$ cat config.mk
export PLATFORM = sky130hd
export DESIGN_NAME = apc_audio_regs
export DESIGN_NICKNAME = d
export VERILOG_FILES = /design/src/apc_pkg.sv /design/src/apc_audio_regs.sv /design/src/apc_ctrl_byte.sv
export VERILOG_INCLUDE_DIRS = /design/src
export SDC_FILE = /design/constraint.sdc
export NUM_CORES = 1
export LEC_CHECK = 0
export BUFFER_PORTS_ARGS = -buffer_cell sky130_fd_sc_hd__buf_4
export CAP_MARGIN = 20
export CELL_PAD_IN_SITES_DETAIL_PLACEMENT = 1
export CELL_PAD_IN_SITES_GLOBAL_PLACEMENT = 2
export CORE_MARGIN = 2
export CORE_UTILIZATION = 23
export CTS_BUF_LIST = sky130_fd_sc_hd__clkbuf_8 sky130_fd_sc_hd__clkbuf_16
export DETAILED_ROUTE_END_ITERATION = 6
export PLACE_DENSITY = 0.53
export SLEW_MARGIN = 25
export SYNTH_ARGS = -nofsm -noshare
export SYNTH_HDL_FRONTEND = slang
export SYNTH_SLANG_ARGS = --single-unit
$ cat constraint.sdc
create_clock -name clock -period 2.2 [get_ports clock]
set_input_delay 0.11 -clock clock [delete_from_list [all_inputs] [get_ports clock]]
set_output_delay 0.11 -clock clock [all_outputs]
set_load 0.01 [all_outputs]
$ cat src/apc_consts.svh
`ifndef APC_CONSTS_SVH
`define APC_CONSTS_SVH

`define APC_NUM_REGS        9
`define APC_ADDR_W          9

`define APC_OFS_TX_LEFT     9'h189
`define APC_OFS_TX_RIGHT    9'h18A
`define APC_OFS_MIC_PREAMP  9'h18B
`define APC_OFS_VOICE_ADC   9'h18C
`define APC_OFS_STEREO_ADC  9'h18D
`define APC_OFS_VOICE_DAC   9'h18E
`define APC_OFS_DAC_LEFT    9'h18F
`define APC_OFS_DAC_RIGHT   9'h190
`define APC_OFS_OUT_MUTE    9'h191

`define APC_RESET_VALUE     8'h00

`define APC_MASK_TX_LEFT    8'hFF
`define APC_MASK_TX_RIGHT   8'hFF
`define APC_MASK_MIC_PREAMP 8'hFF
`define APC_MASK_VOICE_ADC  8'hFF
`define APC_MASK_STEREO_ADC 8'h7F
`define APC_MASK_VOICE_DAC  8'hBF
`define APC_MASK_DAC_LEFT   8'hBF
`define APC_MASK_DAC_RIGHT  8'hBF
`define APC_MASK_OUT_MUTE   8'hB7

`define APC_VOL_MSB         5
`define APC_VOL_LSB         0
`define APC_AMP_MUTE_BIT    6
`define APC_AMP_SEL_BIT     7
`define APC_DAC_MUTE_BIT    7

`define APC_MIC2_GAIN_MSB   1
`define APC_MIC2_GAIN_LSB   0
`define APC_MIC1_GAIN_MSB   3
`define APC_MIC1_GAIN_LSB   2
`define APC_HS_DET_BIT      4
`define APC_MIC1_DIG_BIT    5
`define APC_TX_RIGHT_BIT    6
`define APC_TX_LEFT_BIT     7

`define APC_VGAIN_MSB       4
`define APC_VGAIN_LSB       0
`define APC_VGAIN_TOP_CODE  5'h0F
`define APC_VCLK_MSB        7
`define APC_VCLK_LSB        5

`define APC_SGAIN_MSB       2
`define APC_SGAIN_LSB       0
`define APC_SGAIN_EN_BIT    3
`define APC_SCLK_MSB        6
`define APC_SCLK_LSB        4

`define APC_EAR_MUTE_BIT    0
`define APC_HSR_MUTE_BIT    1
`define APC_HSL_MUTE_BIT    2
`define APC_MIX_ADAC_BIT    4
`define APC_MIX_VDAC_BIT    5
`define APC_MIX_LINE_BIT    7

`endif

$ cat src/apc_pkg.sv
package apc_pkg;

	typedef logic [7:0] apc_byte_t;

	typedef logic [8:0] apc_addr_t;

	typedef enum logic [3:0] {
		APC_IDX_TX_LEFT     = 4'h0,
		APC_IDX_TX_RIGHT    = 4'h1,
		APC_IDX_MIC_PREAMP  = 4'h2,
		APC_IDX_VOICE_ADC   = 4'h3,
		APC_IDX_STEREO_ADC  = 4'h4,
		APC_IDX_VOICE_DAC   = 4'h5,
		APC_IDX_DAC_LEFT    = 4'h6,
		APC_IDX_DAC_RIGHT   = 4'h7,
		APC_IDX_OUT_MUTE    = 4'h8
	} apc_reg_idx_t;

endpackage

$ cat src/apc_audio_regs.sv
`timescale 1ns/1ns
`include "apc_consts.svh"

module apc_audio_regs
	import apc_pkg::*;
(
	// clock and reset
	input  wire logic      clock,
	input  wire logic      resetn,
	// register port from the serial host port decoder
	input  wire apc_addr_t reg_addr,
	input  wire logic      reg_wr_en,
	input  wire apc_byte_t reg_wdata,
	input  wire logic      reg_rd_en,
	output apc_byte_t      reg_rdata,
	output logic           reg_rd_valid,
	output logic           reg_addr_err,
	// transmit amplifiers
	output logic [5:0]     tx_left_volume,
	output logic           tx_left_mute,
	output logic           tx_left_source_sel,
	output logic [5:0]     tx_right_volume,
	output logic           tx_right_mute,
	output logic           tx_right_source_sel,
	// microphone preamp and stereo transmit selection
	output logic [1:0]     second_mic_preamp_gain,
	output logic [1:0]     first_mic_preamp_gain,
	output logic           headset_detect_enable,
	output logic           first_mic_digital_mode,
	output logic           stereo_tx_right_source,
	output logic           stereo_tx_left_source,
	// voice and stereo ADC
	output logic [4:0]     voice_adc_gain,
	output logic           voice_adc_gain_reserved,
	output logic [2:0]     voice_clock_in_sel,
	output logic [2:0]     stereo_adc_gain_steps,
	output logic           stereo_adc_gain_enable,
	output logic [2:0]     stereo_clock_in_sel,
	// DAC volume and mute
	output logic [5:0]     voice_dac_volume,
	output logic           voice_dac_mute,
	output logic [5:0]     audio_dac_left_volume,
	output logic           audio_dac_left_mute,
	output logic [5:0]     audio_dac_right_volume,
	output logic           audio_dac_right_mute,
	// output mutes and left mixer
	output logic           earpiece_mute,
	output logic           headset_right_mute,
	output logic           headset_left_mute,
	output logic           left_mix_audio_dac,
	output logic           left_mix_voice_dac,
	output logic           left_mix_line_in
);

	localparam apc_addr_t OFS [`APC_NUM_REGS] = '{
		`APC_OFS_TX_LEFT, `APC_OFS_TX_RIGHT, `APC_OFS_MIC_PREAMP,
		`APC_OFS_VOICE_ADC, `APC_OFS_STEREO_ADC, `APC_OFS_VOICE_DAC,
		`APC_OFS_DAC_LEFT, `APC_OFS_DAC_RIGHT, `APC_OFS_OUT_MUTE
	};

	localparam apc_byte_t MASK [`APC_NUM_REGS] = '{
		`APC_MASK_TX_LEFT, `APC_MASK_TX_RIGHT, `APC_MASK_MIC_PREAMP,
		`APC_MASK_VOICE_ADC, `APC_MASK_STEREO_ADC, `APC_MASK_VOICE_DAC,
		`APC_MASK_DAC_LEFT, `APC_MASK_DAC_RIGHT, `APC_MASK_OUT_MUTE
	};

	logic [`APC_NUM_REGS-1:0] hit;
	logic [`APC_NUM_REGS-1:0] wr_sel;
	apc_byte_t                regv [`APC_NUM_REGS];
	apc_byte_t                hit_data [`APC_NUM_REGS];
	apc_byte_t                rd_mux;
	logic                     any_hit;
	apc_byte_t                rdata_reg;
	apc_byte_t                rdata_next;
	logic                     rd_valid_reg;
	logic                     addr_err_reg;
	logic                     addr_err_next;

	// one cell per register; the mask keeps reserved bits at zero
	genvar gi;
	generate
		for (gi = 0; gi < `APC_NUM_REGS; gi = gi + 1) begin : g_reg
			assign hit[gi]    = (reg_addr == OFS[gi]);
			assign wr_sel[gi] = reg_wr_en & hit[gi];
			apc_ctrl_byte #(
				.WR_MASK (MASK[gi])
			) u_byte (
				.clock  (clock),
				.resetn (resetn),
				.wr_en  (wr_sel[gi]),
				.wdata  (reg_wdata),
				.q      (regv[gi])
			);
			if (gi == 0) begin : g_first
				assign hit_data[gi] = hit[gi] ? regv[gi] : 8'h00;
			end else begin : g_rest
				assign hit_data[gi] = hit_data[gi-1] | (hit[gi] ? regv[gi] : 8'h00);
			end
		end
	endgenerate

	// read data is captured one edge after the request, unmapped reads return zero
	assign any_hit       = |hit;
	assign rd_mux        = hit_data[`APC_NUM_REGS-1];
	assign rdata_next    = reg_rd_en ? rd_mux : rdata_reg;
	assign addr_err_next = (reg_rd_en | reg_wr_en) & ~any_hit;

	always_ff @(posedge clock or negedge resetn) begin
		if (!resetn) begin
			rdata_reg    <= 8'h00;
			rd_valid_reg <= 1'b0;
			addr_err_reg <= 1'b0;
		end else begin
			rdata_reg    <= rdata_next;
			rd_valid_reg <= reg_rd_en;
			addr_err_reg <= addr_err_next;
		end
	end

	assign reg_rdata    = rdata_reg;
	assign reg_rd_valid = rd_valid_reg;
	assign reg_addr_err = addr_err_reg;

	// transmit amplifiers
	assign tx_left_volume      = regv[APC_IDX_TX_LEFT][`APC_VOL_MSB:`APC_VOL_LSB];
	assign tx_left_mute        = regv[APC_IDX_TX_LEFT][`APC_AMP_MUTE_BIT];
	assign tx_left_source_sel  = regv[APC_IDX_TX_LEFT][`APC_AMP_SEL_BIT];
	assign tx_right_volume     = regv[APC_IDX_TX_RIGHT][`APC_VOL_MSB:`APC_VOL_LSB];
	assign tx_right_mute       = regv[APC_IDX_TX_RIGHT][`APC_AMP_MUTE_BIT];
	assign tx_right_source_sel = regv[APC_IDX_TX_RIGHT][`APC_AMP_SEL_BIT];

	// microphone preamp
	assign second_mic_preamp_gain = regv[APC_IDX_MIC_PREAMP][`APC_MIC2_GAIN_MSB:`APC_MIC2_GAIN_LSB];
	assign first_mic_preamp_gain  = regv[APC_IDX_MIC_PREAMP][`APC_MIC1_GAIN_MSB:`APC_MIC1_GAIN_LSB];
	assign headset_detect_enable  = regv[APC_IDX_MIC_PREAMP][`APC_HS_DET_BIT];
	assign first_mic_digital_mode = regv[APC_IDX_MIC_PREAMP][`APC_MIC1_DIG_BIT];
	assign stereo_tx_right_source = regv[APC_IDX_MIC_PREAMP][`APC_TX_RIGHT_BIT];
	assign stereo_tx_left_source  = regv[APC_IDX_MIC_PREAMP][`APC_TX_LEFT_BIT];

	// reserved gain codes are stored as written; the flag lets the analog side hold its setting
	assign voice_adc_gain          = regv[APC_IDX_VOICE_ADC][`APC_VGAIN_MSB:`APC_VGAIN_LSB];
	assign voice_adc_gain_reserved = voice_adc_gain > `APC_VGAIN_TOP_CODE;
	assign voice_clock_in_sel      = regv[APC_IDX_VOICE_ADC][`APC_VCLK_MSB:`APC_VCLK_LSB];
	assign stereo_adc_gain_steps   = regv[APC_IDX_STEREO_ADC][`APC_SGAIN_MSB:`APC_SGAIN_LSB];
	assign stereo_adc_gain_enable  = regv[APC_IDX_STEREO_ADC][`APC_SGAIN_EN_BIT];
	assign stereo_clock_in_sel     = regv[APC_IDX_STEREO_ADC][`APC_SCLK_MSB:`APC_SCLK_LSB];

	// DAC volume and mute
	assign voice_dac_volume       = regv[APC_IDX_VOICE_DAC][`APC_VOL_MSB:`APC_VOL_LSB];
	assign voice_dac_mute         = regv[APC_IDX_VOICE_DAC][`APC_DAC_MUTE_BIT];
	assign audio_dac_left_volume  = regv[APC_IDX_DAC_LEFT][`APC_VOL_MSB:`APC_VOL_LSB];
	assign audio_dac_left_mute    = regv[APC_IDX_DAC_LEFT][`APC_DAC_MUTE_BIT];
	assign audio_dac_right_volume = regv[APC_IDX_DAC_RIGHT][`APC_VOL_MSB:`APC_VOL_LSB];
	assign audio_dac_right_mute   = regv[APC_IDX_DAC_RIGHT][`APC_DAC_MUTE_BIT];

	// output mutes and left mixer routing
	assign earpiece_mute      = regv[APC_IDX_OUT_MUTE][`APC_EAR_MUTE_BIT];
	assign headset_right_mute = regv[APC_IDX_OUT_MUTE][`APC_HSR_MUTE_BIT];
	assign headset_left_mute  = regv[APC_IDX_OUT_MUTE][`APC_HSL_MUTE_BIT];
	assign left_mix_audio_dac = regv[APC_IDX_OUT_MUTE][`APC_MIX_ADAC_BIT];
	assign left_mix_voice_dac = regv[APC_IDX_OUT_MUTE][`APC_MIX_VDAC_BIT];
	assign left_mix_line_in   = regv[APC_IDX_OUT_MUTE][`APC_MIX_LINE_BIT];

	// checks

	a_tx_left_fields: assert property (@(posedge clock) disable iff (!resetn)
		(reg_wr_en && reg_addr == `APC_OFS_TX_LEFT) |=>
		(tx_left_volume == $past(reg_wdata[5:0])) && (tx_left_mute == $past(reg_wdata[6])))
		else $error("left transmit volume or mute not taken from write");

	a_tx_left_source: assert property (@(posedge clock) disable iff (!resetn)
		(reg_wr_en && reg_addr == `APC_OFS_TX_LEFT) ##1 (!reg_wr_en)[*2] |->
		tx_left_source_sel == $past(reg_wdata[7], 2))
		else $error("left transmit source select lost after write");

	a_tx_right_fields: assert property (@(posedge clock) disable iff (!resetn)
		(reg_wr_en && reg_addr == `APC_OFS_TX_RIGHT) |=>
		(tx_right_volume == $past(reg_wdata[5:0])) && (tx_right_mute == $past(reg_wdata[6])))
		else $error("right transmit volume or mute not taken from write");

	a_tx_right_source: assert property (@(posedge clock) disable iff (!resetn)
		(reg_wr_en && reg_addr == `APC_OFS_TX_RIGHT) |=> tx_right_source_sel == $past(reg_wdata[7]))
		else $error("right transmit source select wrong");

	a_mic_gains: assert property (@(posedge clock) disable iff (!resetn)
		(reg_wr_en && reg_addr == `APC_OFS_MIC_PREAMP) |=>
		(second_mic_preamp_gain == $past(reg_wdata[1:0])) && (first_mic_preamp_gain == $past(reg_wdata[3:2])))
		else $error("microphone preamp gains misplaced");

	a_mic_flags: assert property (@(posedge clock) disable iff (!resetn)
		(reg_wr_en && reg_addr == `APC_OFS_MIC_PREAMP) |=>
		(headset_detect_enable == $past(reg_wdata[4])) && (first_mic_digital_mode == $past(reg_wdata[5])))
		else $error("headset detect or mic mode bit wrong");

	a_stereo_tx_sel: assert property (@(posedge clock) disable iff (!resetn)
		(reg_wr_en && reg_addr == `APC_OFS_MIC_PREAMP) |=>
		(stereo_tx_right_source == $past(reg_wdata[6])) && (stereo_tx_left_source == $past(reg_wdata[7])))
		else $error("stereo transmit channel selectors wrong");

	a_voice_gain: assert property (@(posedge clock) disable iff (!resetn)
		voice_adc_gain_reserved == (voice_adc_gain[4] == 1'b1))
		else $error("voice gain reserved flag wrong");

	a_voice_clock: assert property (@(posedge clock) disable iff (!resetn)
		(reg_wr_en && reg_addr == `APC_OFS_VOICE_ADC) |=>
		(voice_clock_in_sel == $past(reg_wdata[7:5])) && (voice_adc_gain == $past(reg_wdata[4:0])))
		else $error("voice ADC register fields wrong");

	a_stereo_fields: assert property (@(posedge clock) disable iff (!resetn)
		(reg_wr_en && reg_addr == `APC_OFS_STEREO_ADC) |=>
		(stereo_clock_in_sel == $past(reg_wdata[6:4])) && (stereo_adc_gain_enable == $past(reg_wdata[3]))
		&& (stereo_adc_gain_steps == $past(reg_wdata[2:0])))
		else $error("stereo ADC register fields wrong");

	a_voice_dac: assert property (@(posedge clock) disable iff (!resetn)
		(reg_wr_en && reg_addr == `APC_OFS_VOICE_DAC) |=>
		(voice_dac_volume == $past(reg_wdata[5:0])) && (voice_dac_mute == $past(reg_wdata[7])))
		else $error("voice DAC volume or mute wrong");

	a_dac_left: assert property (@(posedge clock) disable iff (!resetn)
		(reg_wr_en && reg_addr == `APC_OFS_DAC_LEFT) |=>
		(audio_dac_left_volume == $past(reg_wdata[5:0])) && (audio_dac_left_mute == $past(reg_wdata[7])))
		else $error("left audio DAC fields wrong");

	a_dac_right: assert property (@(posedge clock) disable iff (!resetn)
		(reg_wr_en && reg_addr == `APC_OFS_DAC_RIGHT) |=>
		(audio_dac_right_volume == $past(reg_wdata[5:0])) && (audio_dac_right_mute == $past(reg_wdata[7])))
		else $error("right audio DAC fields wrong");

	a_out_mutes: assert property (@(posedge clock) disable iff (!resetn)
		(reg_wr_en && reg_addr == `APC_OFS_OUT_MUTE) |=>
		(earpiece_mute == $past(reg_wdata[0])) && (headset_right_mute == $past(reg_wdata[1]))
		&& (headset_left_mute == $past(reg_wdata[2])))
		else $error("output amplifier mutes wrong");

	a_left_mixer: assert property (@(posedge clock) disable iff (!resetn)
		(reg_wr_en && reg_addr == `APC_OFS_OUT_MUTE) |=>
		(left_mix_audio_dac == $past(reg_wdata[4])) && (left_mix_voice_dac == $past(reg_wdata[5]))
		&& (left_mix_line_in == $past(reg_wdata[7])))
		else $error("left mixer routing wrong");

	a_read_back: assert property (@(posedge clock) disable iff (!resetn)
		(reg_wr_en && reg_addr == `APC_OFS_TX_LEFT) ##1 (reg_rd_en && !reg_wr_en && reg_addr == `APC_OFS_TX_LEFT)
		|=> reg_rd_valid && reg_rdata == $past(reg_wdata, 2))
		else $error("register does not read back written value");

	a_reset_zero: assert property (@(posedge clock)
		!resetn |=> !resetn || (tx_left_volume == 6'h00 && voice_dac_mute == 1'b0 && earpiece_mute == 1'b0
		&& stereo_clock_in_sel == 3'h0 && left_mix_line_in == 1'b0))
		else $error("register not zero after reset");

	a_reserved_zero: assert property (@(posedge clock) disable iff (!resetn)
		reg_rd_valid && $past(reg_addr) == `APC_OFS_OUT_MUTE |-> reg_rdata[3] == 1'b0 && reg_rdata[6] == 1'b0)
		else $error("reserved bit reads back as one");

	a_unmapped_read: assert property (@(posedge clock) disable iff (!resetn)
		(reg_rd_en && reg_addr > `APC_OFS_OUT_MUTE) |=> reg_addr_err && reg_rdata == 8'h00)
		else $error("unmapped read not flagged or not zero");

	a_hold_tx_left: assert property (@(posedge clock) disable iff (!resetn)
		!(reg_wr_en && reg_addr == `APC_OFS_TX_LEFT) |=>
		$stable({tx_left_source_sel, tx_left_mute, tx_left_volume}))
		else $error("left transmit control changed without a write");

	a_hold_tx_right: assert property (@(posedge clock) disable iff (!resetn)
		!(reg_wr_en && reg_addr == `APC_OFS_TX_RIGHT) |=>
		$stable({tx_right_source_sel, tx_right_mute, tx_right_volume}))
		else $error("right transmit control changed without a write");

	a_hold_mic: assert property (@(posedge clock) disable iff (!resetn)
		!(reg_wr_en && reg_addr == `APC_OFS_MIC_PREAMP) |=>
		$stable({stereo_tx_left_source, stereo_tx_right_source, first_mic_digital_mode, headset_detect_enable,
		first_mic_preamp_gain, second_mic_preamp_gain}))
		else $error("preamp register changed without a write");

	a_hold_voice_adc: assert property (@(posedge clock) disable iff (!resetn)
		!(reg_wr_en && reg_addr == `APC_OFS_VOICE_ADC) |=>
		$stable({voice_clock_in_sel, voice_adc_gain, voice_adc_gain_reserved}))
		else $error("voice ADC register changed without a write");

	a_hold_stereo_adc: assert property (@(posedge clock) disable iff (!resetn)
		!(reg_wr_en && reg_addr == `APC_OFS_STEREO_ADC) |=>
		$stable({stereo_clock_in_sel, stereo_adc_gain_enable, stereo_adc_gain_steps}))
		else $error("stereo ADC register changed without a write");

	a_hold_voice_dac: assert property (@(posedge clock) disable iff (!resetn)
		!(reg_wr_en && reg_addr == `APC_OFS_VOICE_DAC) |=>
		$stable({voice_dac_mute, voice_dac_volume}))
		else $error("voice DAC register changed without a write");

	a_hold_dac_left: assert property (@(posedge clock) disable iff (!resetn)
		!(reg_wr_en && reg_addr == `APC_OFS_DAC_LEFT) |=>
		$stable({audio_dac_left_mute, audio_dac_left_volume}))
		else $error("left audio DAC register changed without a write");

	a_hold_dac_right: assert property (@(posedge clock) disable iff (!resetn)
		!(reg_wr_en && reg_addr == `APC_OFS_DAC_RIGHT) |=>
		$stable({audio_dac_right_mute, audio_dac_right_volume}))
		else $error("right audio DAC register changed without a write");

	a_hold_out_mute: assert property (@(posedge clock) disable iff (!resetn)
		!(reg_wr_en && reg_addr == `APC_OFS_OUT_MUTE) |=>
		$stable({left_mix_line_in, left_mix_voice_dac, left_mix_audio_dac, headset_left_mute, headset_right_mute,
		earpiece_mute}))
		else $error("output mute register changed without a write");

	a_rd_valid_set: assert property (@(posedge clock) disable iff (!resetn)
		reg_rd_en |=> reg_rd_valid)
		else $error("read valid missing after read");

	a_rd_data_hold: assert property (@(posedge clock) disable iff (!resetn)
		!reg_rd_en |=> !reg_rd_valid && $stable(reg_rdata))
		else $error("read data or valid moved without a read");

	a_err_idle: assert property (@(posedge clock) disable iff (!resetn)
		!(reg_rd_en || reg_wr_en) |=> !reg_addr_err)
		else $error("address error without an access");

	a_err_mapped: assert property (@(posedge clock) disable iff (!resetn)
		(reg_rd_en || reg_wr_en) && reg_addr >= `APC_OFS_TX_LEFT && reg_addr <= `APC_OFS_OUT_MUTE |=>
		!reg_addr_err)
		else $error("address error on a mapped register");

	a_err_below: assert property (@(posedge clock) disable iff (!resetn)
		(reg_rd_en || reg_wr_en) && reg_addr < `APC_OFS_TX_LEFT |=> reg_addr_err)
		else $error("access below the bank not flagged");

	a_dac_reserved: assert property (@(posedge clock) disable iff (!resetn)
		reg_rd_valid && $past(reg_addr) >= `APC_OFS_VOICE_DAC && $past(reg_addr) <= `APC_OFS_DAC_RIGHT |->
		reg_rdata[6] == 1'b0)
		else $error("DAC register reserved bit reads back as one");

	a_stereo_reserved: assert property (@(posedge clock) disable iff (!resetn)
		reg_rd_valid && $past(reg_addr) == `APC_OFS_STEREO_ADC |-> reg_rdata[7] == 1'b0)
		else $error("stereo ADC reserved bit reads back as one");

	a_read_old: assert property (@(posedge clock) disable iff (!resetn)
		(reg_wr_en && reg_rd_en && reg_addr == `APC_OFS_DAC_LEFT) |=> reg_rdata == $past(regv[APC_IDX_DAC_LEFT]))
		else $error("read beside a write did not return the old value");

	a_voice_code_kept: assert property (@(posedge clock) disable iff (!resetn)
		(reg_wr_en && reg_addr == `APC_OFS_VOICE_ADC && reg_wdata[4]) |=>
		voice_adc_gain_reserved && voice_adc_gain == $past(reg_wdata[4:0]))
		else $error("reserved voice gain code not kept or not flagged");

	a_reset_port: assert property (@(posedge clock)
		!resetn |=> !resetn || (!reg_rd_valid && !reg_addr_err && reg_rdata == 8'h00))
		else $error("read port not idle after reset");

endmodule

$ cat src/apc_ctrl_byte.sv
`timescale 1ns/1ns
`include "apc_consts.svh"

module apc_ctrl_byte
	import apc_pkg::*;
#(
	parameter apc_byte_t WR_MASK = 8'hFF
) (
	// clock and reset
	input  wire logic      clock,
	input  wire logic      resetn,
	// write side
	input  wire logic      wr_en,
	input  wire apc_byte_t wdata,
	// stored value
	output apc_byte_t      q
);

	apc_byte_t q_reg;
	apc_byte_t q_next;

	// reserved positions are masked on the way in, so they can never hold a one
	assign q_next = wr_en ? (wdata & WR_MASK) : q_reg;

	always_ff @(posedge clock or negedge resetn) begin
		if (!resetn) begin
			q_reg <= `APC_RESET_VALUE;
		end else begin
			q_reg <= q_next;
		end
	end

	assign q = q_reg;

endmodule

* Word-level counts from Yosys, hierarchy flattened
Index checks and enable logic that the tools add are counted.
** Word-level totals
- Word-level logic and storage cells :: 52
- Register bits :: 76
- Input port bits :: 21
** Cells by class
- Bitwise operators :: 20
- Reduce and logical (&&, ||, !) cells :: 1
- Order comparisons :: 1
- Eq/ne operators :: 9
- Muxes and demuxes :: 9
** Operators with widths (count)
- $eq A9 B9 Y1 const B :: 9
- $mux W8 :: 8
- $or A8 B8 Y8 :: 7
- $and A1 B1 Y1 :: 10
- $reduce_or A9 Y1 :: 1
- $or A8 B7 Y8 :: 1
- $mux W7 :: 1
- $gt A5 B4 Y1 const B :: 1
- $not A1 Y1 :: 1
- $or A1 B1 Y1 :: 1

* Depth between registers and ports, before layout
- Depth in word-level cells :: 10
- Depth in mapped cells :: 7
- Depth with buffers taken out :: 5

* Modules after synthesis
From an unflattened synthesis, not the netlist that was laid out.
** Unflattened totals
- Cells, all modules :: 301
- Area, all modules :: 4000.1 um^2
** By module, submodules not included
- apc_ctrl_byte (g_reg[0].u_byte ...) :: area each 331.6 um^2, cells each 17, seq. area each 200.2 um^2, instances 4
- apc_ctrl_byte (g_reg[4].u_byte ...) :: area each 302.8 um^2, cells each 17, seq. area each 175.2 um^2, instances 4
- apc_audio_regs :: area each 1192.4 um^2, cells each 149, seq. area each 250.2 um^2, instances 1
- apc_ctrl_byte (g_reg[8].u_byte) :: area each 270.3 um^2, cells each 16, seq. area each 150.1 um^2, instances 1

* Worst setup path after synthesis
No wires, ideal clock.
- Path kind :: input to register
- Start :: input reg_addr[6]
- End :: register g_reg[2].u_byte.q_reg[0]
- Cell stages on the path :: 6
- Setup slack :: 0.669 ns
- Required time :: 2.075 ns
- Data arrival time :: 1.406 ns
- Library setup time :: 0.125 ns
- Cells stage by stage :: and4bb_2 and3b_4 and3_4 and2b_1 buf_6 mux2_2
** On the way
- Cells in the longest elaborated chain, start to end :: 2
** Ends and longest elaborated chain
- start, declared :: line apc_audio_regs.sv:11 : input wire apc_addr_t reg_addr,
- $eq A9 B9 Y1 :: line apc_audio_regs.sv:83 : assign hit[gi] = (reg_addr == OFS[gi]);
- $and A1 B1 Y1 :: line apc_audio_regs.sv:84 : assign wr_sel[gi] = reg_wr_en & hit[gi];
- end signal, assigned :: line apc_ctrl_byte.sv:27 : q_reg <= `APC_RESET_VALUE;
- end signal, assigned :: line apc_ctrl_byte.sv:29 : q_reg <= q_next;
- end, declared :: line apc_ctrl_byte.sv:19 : apc_byte_t q_reg;
No other way between the ends.
A chain may end at the register's enable or synchronous reset.

* Worst setup path in the final report
- Start :: register g_reg[2].u_byte.q_reg[3]
- End :: register rdata_reg[3], in the netlist reg_rdata[3]
** On the way
- Cells in the longest elaborated chain, start to end :: 8
** Ends and longest elaborated chain
- $mux W8 :: line apc_audio_regs.sv:97 : assign hit_data[gi] = hit_data[gi-1] | (hit[gi] ? regv[gi] : 8'h00);
- $or A8 B8 Y8 (2 in series) :: line apc_audio_regs.sv:97
- $or A8 B7 Y8 :: line apc_audio_regs.sv:97
- $or A8 B8 Y8 (4 in series) :: line apc_audio_regs.sv:97
- end signal, assigned :: line apc_audio_regs.sv:114 : rdata_reg <= rdata_next;
- end, declared :: line apc_audio_regs.sv:73 : apc_byte_t rdata_reg;
No other way between the ends.

==> results.md <==
Place:
- Summed over all nets, the half-perimeter wirelength after detailed placement is 8.50 mm.
- Port buffering added 97 buffers.
- The weighted congestion at the end of routability-driven global placement is between 0.7 and 0.8.
- The total placed instance area is 4490 sq um.

Worst setup path:
- The largest single stage delay on the critical path is 0.47 ns.
- Of all nets on the critical path, the largest fanout is 3.
- By startpoint and endpoint, the worst setup path is classified as flop to flop.
- The worst path buffer plus inverter count is 0.
- Grouping stages by cell kind, the critical path spends the most delay in compound AO/OA/AOI/OAI gates.
- The critical path arrival is 1.79 ns.
- The critical path required time is 2.42 ns.
- STA classifies the critical path endpoint as a flop.
- The startpoint kind of the worst setup timing path is a flop.
- The library cell contributing the largest single delay on the critical path is mux4_2.
- Traced cell by cell, the critical path runs through mux4_2 > nand2_1 > o21ai_0 > a22oi_1 > a21oi_1.

Route:
- The routed layout has 2,616 vias.
- The number of nets with antenna violations after detailed routing is 0.
- Using the TritonRoute via totals, the vias-per-cell ratio works out to 4.66.
- The initial DRC count is 90.
- The number of DRC violations after detailed routing is 0.
- For this block, the routed nets add up to 11.9 mm of wire.
- The routed length per placed instance is between 20 and 25 um.
- The detailed-router iteration count before antenna repair is 4.

Pwr:
- The power per unit of standard cell area is 666 nW/um^2.
- The worst-case IR drop observed on VDD is 0.000272 V.
- After layout, the design draws a total of 3180 uW.
- The leakage power is 0.00239 uW.

Clocking:
- The total number of H-tree levels is 3.
- TritonCTS built the clock tree.
- The post-cts repair resize count is 0.
- After clock tree synthesis, the clock-pin slew on the worst setup and hold paths is roughly 0.060 ns.
- The number of buffers inserted to repair setup after CTS is 0.
- Clock tree synthesis inserted a total of 9 buffers.
- Clock latency on the worst-skew pair, taken at its later pin, is approximately 0.34 ns.
- The root cell of the clock tree is clkbuf_16.
- The total number of clock tree sinks is 76.
- The maximum count of clock buffers along a single path is 2.
- For this design, the CTS-stage hold fixing added 2 buffers.

STA:
- At the pin with the least slew margin, the transition time is 0.640 ns.
- Setup violations remaining at the end of the flow were counted as 0.
- Setup repair after global routing left no endpoint under its margin.
- The worst clock skew is between 0.007 and 0.008 ns.
- The total count of max-transition violations in the final report came to 0.
- The fmax is about 630 MHz.
- After routing, the total negative slack on setup checks comes to 0 ns.
- The normalized max-slew margin is a little under three fifths.
- The share of the cycle needed by the critical path after routing is 71.7%.
- The count of endpoints failing hold in the final timing report is 0.
- Counting I/O delays and the setup requirement, the final critical path takes 1.58 ns.

Finish:
- The post-route netlist has a little under three fifths of its cells at a drive strength greater than 1.
- The flip-flop count of the largest register, all copies and words added is 66.
- With fillers left out, the area of the finished cells amounts to 4780 sq um.
- The final net count is 391.
- In the layout the commonest cells are 107 x buf_4, 76 x dfrtp_1, 73 x mux2_2, 13 x o21ai_0.
- The commonest non-fill, non-tap cell in the layout is buf_4.
- The layout overhead on the synthesized area is 36.1%.
- The repair_antennas step left the layout with diodes totalling 0.

Synthesis:
- Synthesis produced between 200 and 300 cells.
- The number of different library cells in the post-synthesis netlist is 42.
- The top flip-flop cell by instance count after synthesis is dfrtp_1.
- The number of nets produced by synthesis is 283.
- During synthesis, Yosys emitted a total of 0 warnings.
- The mean cell area of the mapped netlist is between 10 and 15 sq um.
- The cell area after technology mapping is 3510 sq um.
- The sequential area share after synthesis is 54.2%.
- The number of flops mapped to enable cells by yosys is 0.
- Synthesis inferred 76 register bits.
- Counting flops with an async set or reset pin after synthesis yields a share of 100%.

GRT:
- The number of global-route vias before repair is about 2.9k.
- Summed over all layers, the global routing overflow is 0.
- The first global-routing pass estimated 18.3 mm of wire.
- The overall routing resource usage is 15.4%.
- The number of antenna violations at the first check in global routing is 0.
- The maximum number of pins on one net before global-route repair is 45.

Run status:
- The flow ran to the end, and the final reports show no timing, DRC or antenna violations.

Floorplanning:
- The area of the core region is 15,000 sq um.
- The count of standard-cell rows is 45.
- In this run the vertical extent of the chip is 128 um.
- The starting utilization of the core area is 23.4%.
- The number of top-level design ports is a little under 100.
- Measured along the x axis, the die boundary spans 128 um.
- The full die area is around 16,000 sq um.

Run:
- Across the run, the number of max-cap violations was 0.

Min path:
- In this run the worst hold path is classified as primary input to flop.
[worst reg2reg max path, cell delays in order, from the launching register on]
cell	delay, ns
dfrtp_1	0.43
mux4_2	0.47
nand2_1	0.08
o21ai_0	0.18
a22oi_1	0.21
a21oi_1	0.09
[path summary, 6_finish.rpt]
kind | from | to | slack (ns) | cells past startpoint
max | g_reg[2].u_byte.q[3] | reg_rdata[3] | 0.62 | 5
max reg2reg | g_reg[2].u_byte.q[3] | reg_rdata[3] | 0.62 | 5
min reg2reg | reg_rdata[7] | reg_rdata[7] | 0.52 | 2
max in group asynchronous | resetn | g_reg[8].u_byte.q[4] | 1.16 | 3
min in group asynchronous | resetn | g_reg[1].u_byte.q[3] | 0.32 | 2
min | reg_wdata[6] | g_reg[1].u_byte.q[6] | 0.07 | 2
[per-stage QoR]
stage          cells  setup WS [ns]  hold WS, ns  util, %
2_1_floorplan    262          0.669       -0.186        -
3_3_place_gp     545          0.333        0.172     29.8
3_5_place_dp     545          0.264        0.173     29.8
4_1_cts          561          0.619       0.0444     31.8
6_report         561          0.623       0.0653     31.8
5_1_grt          561          0.526       0.0593     31.8
[cell families (layout without fill, tap and decap cells)]
group / after synthesis / in the layout / synth area share (%)
buffers and inverters: 14 / 125 / 2.03
muxes: 86 / 86 / 28.2
DFF: 76 / 76 / 54.2
AOI/OAI and AO/OA: 38 / 38 / 7.02
and+or+nand+nor: 48 / 48 / 8.59
[report_power, final]
group          switching, uW  internal (uW)  total (uW)  leakage (uW)
logic                    164            130         295       0.00120
clock network            562            853        1410      0.000144
registers               34.9           1440        1470       0.00104
[cells in the mapped netlist (2+ instances only)]
cell	count	area (sq um)
dfrtp_1	76	1900
mux2_2	73	822
o21ai_0	13	65.1
mux2i_1	10	100
nor2_1	10	37.5
nand2_1	8	30.0
a21oi_1	7	35.0
nor2b_1	7	43.8
a22oi_1	6	45.0
buf_2	6	30.0
nand3_1	5	25.0
clkbuf_1	4	15.0
mux4_2	3	67.6
nor2_2	3	18.8
a221oi_1	2	17.5
inv_1	2	7.51
nand2b_1	2	12.5
[final cells by class]
class,count,area (sq um)
Sequential cell,76,1900
Fill cell,1633,10300
Inverter,2,7.51
Clock buffer,9,225
Multi-Input combinational cell,172,1540
Timing Repair Buffer,109,823
Tap cell,188,235
Clock inverter,5,47.5
[metal layers]
layer | GRT usage [%] | up-vias | part of all wire [%]
li1 | - | 1174 | -
met3 | 3.89 | 9 | 4.6
met5 | 0 | - | 0
met4 | 4.65 | 0 | 0.85
met1 | 21.4 | 1349 | 48
met2 | 23.7 | 84 | 47
No activity file was read; power rests on OpenSTA's default activity.
